--- src/logic/power_seq_pkg.sv ---
package power_seq_pkg;

	// ----------------------------------------
	// time base
	// ----------------------------------------
	localparam int          CLK_MHZ   = 250;                        // mclk rate
	localparam int          US_PER_MS = 1000;                       // microseconds in one tick
	localparam int          DIV_W     = 18;                         // divider width
	localparam logic [17:0] MS_CYCLES = 18'(CLK_MHZ * US_PER_MS);   // mclk cycles per 1 ms tick

	// ----------------------------------------
	// sequencing periods, in 1 ms ticks
	// ----------------------------------------
	localparam int          CNT_W           = 16;      // period counter width
	localparam logic [15:0] ON_DB_MS        = 16'h0080; // 128 ms turn-on debounce
	localparam logic [15:0] OFF_DB_MS       = 16'h0020; // 32 ms turn-off debounce
	localparam logic [15:0] BLANK_MS        = 16'h0200; // 512 ms power-up blanking
	localparam logic [15:0] TIMEOUT_MS      = 16'h0080; // 128 ms shutdown timeout
	localparam logic [15:0] LOCKOUT_MS      = 16'h0100; // 256 ms enable lockout
	localparam logic [15:0] RELEASE_DB_MS   = 16'h0020; // 32 ms release debounce
	localparam logic [15:0] EXTEND_NONE     = 16'h0000; // no extension configured

	// ----------------------------------------
	// reset values
	// ----------------------------------------
	localparam logic [2:0]  SYNC_RST  = 3'h7;  // synchronisers idle high
	localparam logic [15:0] CNT_RST   = 16'h0000;
	localparam logic [17:0] DIV_RST   = 18'h00000;

	// ----------------------------------------
	// sequencer states, one-hot
	// ----------------------------------------
	typedef enum logic [6:0] {
		ST_OFF_IDLE = 7'h01, // powered off, debouncing a turn-on press
		ST_BLANK    = 7'h02, // enable asserted, inputs ignored
		ST_REL_ON   = 7'h04, // powered, debouncing button release
		ST_ON_IDLE  = 7'h08, // powered, debouncing a turn-off press
		ST_SHUTDOWN = 7'h10, // shutdown requested, timeout running
		ST_LOCKOUT  = 7'h20, // powered off, button ignored
		ST_REL_OFF  = 7'h40  // powered off, debouncing button release
	} seq_state_e;

	// ----------------------------------------
	// whole sequencer state
	// ----------------------------------------
	typedef struct packed {
		seq_state_e  state;    // sequencer state
		logic [15:0] cnt;      // period counter in ticks
		logic [17:0] div;      // tick divider
		logic        tick;     // one-cycle 1 ms enable
		logic [2:0]  btn_sync; // button synchroniser
		logic [2:0]  ack_sync; // acknowledge synchroniser
		logic        btn_lvl;  // filtered button level
		logic        ack_lvl;  // filtered acknowledge level
		logic        on;       // power logically on
		logic        en_pin;   // enable pin level after polarity
		logic        shut_n;   // shutdown request, active low
	} seq_s;

endpackage

--- src/logic/pushbutton_power_sequencer.sv ---
`timescale 1ns/1ps
// Summary of operation
// - turn on after 128 ms continuous press
// - powered press valid after 32 ms hold
// - off debounce extendable, default 32 ms
// - valid off press drives shutdown request low
// - ignore acknowledge and button during 512 ms blanking
// - acknowledge low at blanking end aborts power-up
// - shutdown timeout 128 ms plus extension releases enable
// - acknowledge low during timeout releases enable immediately
// - acknowledge low in normal operation releases enable
// - button ignored during lockout after release
// - enable polarity selectable by parameter
// - lockout lasts 256 ms
// - any button release restarts debounce timer
// - debounce button release 32 ms before new press
// - reset leaves enable off, request released
module pushbutton_power_sequencer #(
	parameter logic [17:0] tick_cycles         = power_seq_pkg::MS_CYCLES,   // cycles per tick
	parameter logic [15:0] offpress_extend     = power_seq_pkg::EXTEND_NONE, // extra off-press ticks
	parameter logic [15:0] ack_timeout_extend  = power_seq_pkg::EXTEND_NONE, // extra timeout ticks
	parameter logic        enable_active_high  = 1'b1                        // enable pin polarity
) (
	input  wire logic mclk,           // 250 MHz clock
	input  wire logic rst_n,          // async reset, active low
	input  wire logic button_n,       // pushbutton, low when pressed
	input  wire logic ack_n,          // host acknowledge, low to power off
	output logic      enable_out,     // power enable pin
	output logic      shutdown_req_n  // shutdown request to host, active low
);
	import power_seq_pkg::*;

	// ----------------------------------------
	// helpers
	// ----------------------------------------
	// end of a period: last tick of a count
	function automatic logic period_done(input logic t, input logic [15:0] c, input logic [15:0] lim);
		period_done = t && (c == lim - 16'h0001);
	endfunction

	// off-press hold with extension
	function automatic logic [15:0] off_limit();
		off_limit = OFF_DB_MS + offpress_extend;
	endfunction

	// shutdown timeout with extension
	function automatic logic [15:0] timeout_limit();
		timeout_limit = TIMEOUT_MS + ack_timeout_extend;
	endfunction

	// polarity mapping of the enable pin
	function automatic logic pin_of(input logic on);
		pin_of = enable_active_high ? on : ~on;
	endfunction

	// ----------------------------------------
	// state
	// ----------------------------------------
	seq_s q_r;    // registered state
	seq_s q_nxt;  // next state

	// ----------------------------------------
	// next-state logic
	// ----------------------------------------
	always_comb begin
		q_nxt = q_r;
		// tick divider, one-cycle enable every tick_cycles
		if (q_r.div == tick_cycles - 18'h00001) begin
			q_nxt.div  = DIV_RST;
			q_nxt.tick = 1'b1;
		end else begin
			q_nxt.div  = q_r.div + 18'h00001;
			q_nxt.tick = 1'b0;
		end
		// three-stage synchronisers, level taken when stages two and three agree
		q_nxt.btn_sync = {q_r.btn_sync[1:0], button_n};
		q_nxt.ack_sync = {q_r.ack_sync[1:0], ack_n};
		if (q_r.btn_sync[2] == q_r.btn_sync[1]) begin
			q_nxt.btn_lvl = q_r.btn_sync[2];
		end
		if (q_r.ack_sync[2] == q_r.ack_sync[1]) begin
			q_nxt.ack_lvl = q_r.ack_sync[2];
		end
		// period counter advances on tick
		if (q_r.tick) begin
			q_nxt.cnt = q_r.cnt + 16'h0001;
		end
		case (q_r.state)
			// off: count a continuous press
			ST_OFF_IDLE: begin
				if (q_r.btn_lvl) begin
					q_nxt.cnt = CNT_RST;
				end else if (period_done(q_r.tick, q_r.cnt, ON_DB_MS)) begin
					q_nxt.on    = 1'b1;
					q_nxt.cnt   = CNT_RST;
					q_nxt.state = ST_BLANK;
				end
			end
			// blanking: both inputs ignored until the end
			ST_BLANK: begin
				if (period_done(q_r.tick, q_r.cnt, BLANK_MS)) begin
					q_nxt.cnt = CNT_RST;
					if (!q_r.ack_lvl) begin
						q_nxt.on    = 1'b0;
						q_nxt.state = ST_LOCKOUT;
					end else begin
						q_nxt.state = ST_REL_ON;
					end
				end
			end
			// powered: wait for the button to be released
			ST_REL_ON: begin
				if (!q_r.ack_lvl) begin
					q_nxt.on    = 1'b0;
					q_nxt.cnt   = CNT_RST;
					q_nxt.state = ST_LOCKOUT;
				end else if (!q_r.btn_lvl) begin
					q_nxt.cnt = CNT_RST;
				end else if (period_done(q_r.tick, q_r.cnt, RELEASE_DB_MS)) begin
					q_nxt.cnt   = CNT_RST;
					q_nxt.state = ST_ON_IDLE;
				end
			end
			// powered: watch acknowledge, debounce an off press
			ST_ON_IDLE: begin
				if (!q_r.ack_lvl) begin
					q_nxt.on    = 1'b0;
					q_nxt.cnt   = CNT_RST;
					q_nxt.state = ST_LOCKOUT;
				end else if (q_r.btn_lvl) begin
					q_nxt.cnt = CNT_RST;
				end else if (period_done(q_r.tick, q_r.cnt, off_limit())) begin
					q_nxt.shut_n = 1'b0;
					q_nxt.cnt    = CNT_RST;
					q_nxt.state  = ST_SHUTDOWN;
				end
			end
			// shutdown requested: acknowledge or timeout removes power
			ST_SHUTDOWN: begin
				if (!q_r.ack_lvl) begin
					q_nxt.on     = 1'b0;
					q_nxt.shut_n = 1'b1;
					q_nxt.cnt    = CNT_RST;
					q_nxt.state  = ST_LOCKOUT;
				end else if (period_done(q_r.tick, q_r.cnt, timeout_limit())) begin
					q_nxt.on     = 1'b0;
					q_nxt.shut_n = 1'b1;
					q_nxt.cnt    = CNT_RST;
					q_nxt.state  = ST_LOCKOUT;
				end
			end
			// power removed: button ignored for the lockout
			ST_LOCKOUT: begin
				if (period_done(q_r.tick, q_r.cnt, LOCKOUT_MS)) begin
					q_nxt.cnt   = CNT_RST;
					q_nxt.state = ST_REL_OFF;
				end
			end
			// power removed: wait for the button to be released
			ST_REL_OFF: begin
				if (!q_r.btn_lvl) begin
					q_nxt.cnt = CNT_RST;
				end else if (period_done(q_r.tick, q_r.cnt, RELEASE_DB_MS)) begin
					q_nxt.cnt   = CNT_RST;
					q_nxt.state = ST_OFF_IDLE;
				end
			end
			// unreachable code point, recover to off
			default: begin
				q_nxt.on     = 1'b0;
				q_nxt.shut_n = 1'b1;
				q_nxt.cnt    = CNT_RST;
				q_nxt.state  = ST_OFF_IDLE;
			end
		endcase
		q_nxt.en_pin = pin_of(q_nxt.on);
	end

	// ----------------------------------------
	// state register
	// ----------------------------------------
	always_ff @(posedge mclk or negedge rst_n) begin
		if (!rst_n) begin
			q_r.state    <= ST_OFF_IDLE;
			q_r.cnt      <= CNT_RST;
			q_r.div      <= DIV_RST;
			q_r.tick     <= 1'b0;
			q_r.btn_sync <= SYNC_RST;
			q_r.ack_sync <= SYNC_RST;
			q_r.btn_lvl  <= 1'b1;
			q_r.ack_lvl  <= 1'b1;
			q_r.on       <= 1'b0;
			q_r.en_pin   <= ~enable_active_high;
			q_r.shut_n   <= 1'b1;
		end else begin
			q_r <= q_nxt;
		end
	end

	// outputs straight from flip-flops
	assign enable_out     = q_r.en_pin;
	assign shutdown_req_n = q_r.shut_n;
endmodule // pushbutton_power_sequencer

--- config.mk ---
export PLATFORM = sky130hd
export DESIGN_NAME = pushbutton_power_sequencer
export DESIGN_NICKNAME = d
export VERILOG_FILES = /design/src/logic/power_seq_pkg.sv /design/src/logic/pushbutton_power_sequencer.sv
export SDC_FILE = /design/constraint.sdc
export NUM_CORES = 1
export LEC_CHECK = 0
export ABC_CLOCK_PERIOD_IN_PS = 2400
export BUFFER_PORTS_ARGS = -buffer_cell sky130_fd_sc_hd__buf_2
export CAP_MARGIN = 10
export CORE_ASPECT_RATIO = 0.8
export CORE_MARGIN = 5
export CORE_UTILIZATION = 60
export DETAILED_ROUTE_END_ITERATION = 12
export GPL_TIMING_DRIVEN = 0
export PLACE_DENSITY = 0.84
export SLEW_MARGIN = 10
export SYNTH_ARGS = -nofsm -noshare
export SYNTH_HDL_FRONTEND = slang
export SYNTH_SLANG_ARGS = --single-unit
--- constraint.sdc ---
create_clock -name mclk -period 2.4 [get_ports mclk]
set_input_delay 0.48 -clock mclk [delete_from_list [all_inputs] [get_ports mclk]]
set_output_delay 0.48 -clock mclk [all_outputs]
set_load 0.05 [all_outputs]
==> impl_metrics.py <==
metrics = {
    "run_status": {
        "outcome": "complete, no violations",
    },
    "power": {
        "swShare_pct": 24.40,
        "power.share.combinational_pct": 3.4,
        "clock_power_share_pct": 36.1,
        "pwr_density_cell_mw_per_mm2": 477.8,
        "leakage_nw": 1.240,
        "ir_drop_mv": 0.3467,
        "finalPower_mw": 1.477,
        "switching_power_mw": 0.3604,
        "pwr-share-seq_pct": 60.6,
        "p_int_mw": 1.117,
    },
    "yosys": {
        "synthesis.area_sq_mm": 0.002890,
        "syn_inst": 293,
        "synth_ff_type": "dfrtp_1",
        "synth_edf_count": 0,
        "avgSynthCellArea_sq_um": 9.864,
        "syn_nets": 299,
        "yosysUniqueCellTypes": 59,
        "synth-seq-area-share_pct": 45.45,
        "ys_async_sr_fraction_pct": 100.0,
        "yosysWarnings": 0,
        "synth_seq_cells": 52,
    },
    "final_layout": {
        "syn_to_final_growth_pct": 6.970,
        "n_antenna_cell": 0,
        "final_cell_mix": "dfrtp_1 (42), nor2_1 (26), nand3_1 (21), nand2_1 (19), xnor2_1 (17)",
        "drive_above_1_share_pct": 15.69,
        "layout_commonest_cell": "dfrtp_1",
        "fin_nets": 311,
    },
    "clock_tree": {
        "post_cts_resized": 0,
        "htree_levels": 2,
        "clk_pin_slew_ns": 0.10,
        "clockRootBuffer": "clkbuf_8",
        "cts_setup_buffers": 0,
        "cts_buffer_depth": 2,
        "cts_buffers": 5,
        "clock_sinks": 52,
        "clock_latency_ns": 0.32,
        "tritoncts": "built",
        "cts_hold_buffers": 0,
    },
    "worst_setup_path": {
        "cp.required_ns": 2.64,
        "cp_top_family": "simple AND/OR/NAND/NOR gates",
        "r2r_slack_ns": 0.17,
        "cp_cell_sequence": "buf_2 -> nor2_1 -> nand3_1 -> or2_2 -> nand2b_1 -> buf_2 -> a21oi_1",
        "slowest_stage": "dfrtp_1",
        "max_stage_delay_ns": 0.41,
        "timing.rr.end": "q_r[31]$_DFF_PN0_",
        "cp-start-kind": "flop",
        "critPathKind": "reg -> reg",
        "path_buf_inv": 2,
        "r2r_cells": 7,
        "endpoint_kind": "flop",
        "cp_common_cell": "buf_2",
        "worstPathArrival_ns": 2.47,
        "reg2reg_from": "q_r[49]$_DFFE_PN0P_",
        "crit_fanout": 10,
    },
    "floorplan": {
        "num_rows": 22,
        "initial_utilization_pct": 62.50,
        "core_sq_mm": 0.004624,
        "num_io_pins": 6,
        "fp.dieW_um": 87.60,
        "die_area_sq_mm": 0.006314,
        "dieHeight_um": 72.08,
    },
    "global_route": {
        "grt_pass1_wl_mm": 9.970,
        "antenna_found_initial": 0,
        "track_usage_pct": 19.86,
        "grt_pass1_vias": 2128,
        "gr-total-overflow": 0,
        "grt_max_degree": 53,
    },
    "drt": {
        "via_per_inst": 6.158,
        "drt_first_pass_iters": 5,
        "ant_nets": 0,
        "drc": 0,
        "vias": 2254,
        "routed_wl_mm": 5.636,
        "drt_iter0_drc": 123,
        "routedWlPerCell_um": 15.40,
    },
    "sta": {
        "fin_crit_ns": 2.226,
        "grt_setup_unrepaired": "false",
        "finalSetupViolCount": 0,
        "max_freq_mhz": 449.3,
        "drv_slew": 0,
        "finalSetupTns_ns": 0,
        "slew_headroom_pct": 57.88,
        "tightest_slew_ns": 0.6318,
        "skew_ns": 0.01339,
        "hold_viol": 0,
        "period_share_pct": 92.74,
        "worst_slack_ns": 0.1744,
    },
    "run": {
        "maxCapViolCount": 0,
    },
    "placed_design": {
        "numPortBuffers": 5,
        "gp_congestion": 0.8680,
        "place_ws_ns": 0.2541,
        "hpwl_mm": 3.915,
    },
    "min_path": {
        "min_path_type": "in -> async",
    },
}
[worst max path at each step]
stage | start | endpoint | slack, ns | cells past startpoint
6_report | q_r[49]$_DFFE_PN0P_ | q_r[31]$_DFF_PN0_ | 0.17 | 7
5_1_grt | q_r[49]$_DFFE_PN0P_ | q_r[44]$_DFF_PN0_ | 0.03 | 7
4_1_cts | q_r[38]$_DFF_PN0_ | q_r[31]$_DFF_PN0_ | 0.22 | 8
3_5_place_dp | q_r[48]$_DFFE_PN0P_ | q_r[44]$_DFF_PN0_ | 0.25 | 7
3_3_place_gp | q_r[48]$_DFFE_PN0P_ | q_r[31]$_DFF_PN0_ | 0.23 | 7
2_1_floorplan | q_r[38]$_DFF_PN0_ | q_r[31]$_DFF_PN0_ | 0.45 | 8
[cells by family (layout without fill, tap and decap cells)]
kind of cell	count (synthesis)	after routing	share of synthesized area, %
adders and majority gates	4	4	1.558
and+or+nand+nor	136	136	27.71
xor gates and xnor gates	33	33	10.00
DFF	52	52	45.45
AOI/OAI and AO/OA	48	48	11.04
muxes	1	1	0.3463
buffers and inverters	19	32	3.896
[power by group through the flow]
stage | registers [mW] | logic (mW) | clock network, mW
4_1_cts | 0.895 | 0.0504 | 0.541
6_report | 0.895 | 0.0497 | 0.533
5_1_grt | 0.896 | 0.0565 | 0.578
3_3_place_gp | 0.911 | 0.0497 | 0
2_1_floorplan | 0.910 | 0.0244 | 0
3_5_place_dp | 0.911 | 0.0504 | 0
[final cells by class]
cell class                 instances  area [sq um]
timing repair buffer               5         27.53
inverter                           2         7.507
multi-input combinational        222          1469
buffer                            17         105.1
fill                             372          1533
sequential                        52          1314
clock buffer                       5         68.82
clock inverter                     3         25.02
tap                               60         75.07
[routing by layer]
layer  vias up  GRT usage, %  wire [um]
li1       1100             -          -
met1      1070         28.86       2599
met2        72         29.10       2617
met3        12         4.313        313
met4         0         7.496        106
met5         -             0          0
[metrics by stage]
stage	instance area [sq um]	util (%)	cells	hold slack [ns]
after floorplan	2890	-	293	0.1844
after global placement	2990	64.66	358	0.3456
after detailed placement	2990	64.66	358	0.3491
after CTS	3084	66.69	366	0.2376
after global routing	3092	66.86	366	0.2202
final	3092	66.86	366	0.1654
[cell usage after synthesis (3+ instances only)]
| cell | count | share of area [%] |
|---|---|---|
| nand4_1 | 14 | 3.0 |
| nand2b_1 | 3 | 0.65 |
| nor4_1 | 8 | 1.7 |
| buf_2 | 8 | 1.4 |
| nand2_1 | 19 | 2.5 |
| nor3_1 | 11 | 1.9 |
| a31oi_1 | 3 | 0.65 |
| clkbuf_1 | 6 | 0.78 |
| dfrtp_1 | 42 | 36 |
| xor2_1 | 16 | 4.8 |
| nor2b_1 | 3 | 0.65 |
| a22o_1 | 3 | 0.91 |
| nand3_1 | 21 | 3.6 |
| o21ai_0 | 8 | 1.4 |
| nor2_1 | 26 | 3.4 |
| a21oi_1 | 16 | 2.8 |
| dfstp_2 | 10 | 9.1 |
| xnor2_1 | 17 | 5.2 |
[state kept, by name, indices dropped and copies added (netlist names)]
register and count:
shutdown_req_n 1, enable_out 1, q_nxt 4, q_r 46
No activity file was read; power rests on OpenSTA's default activity.
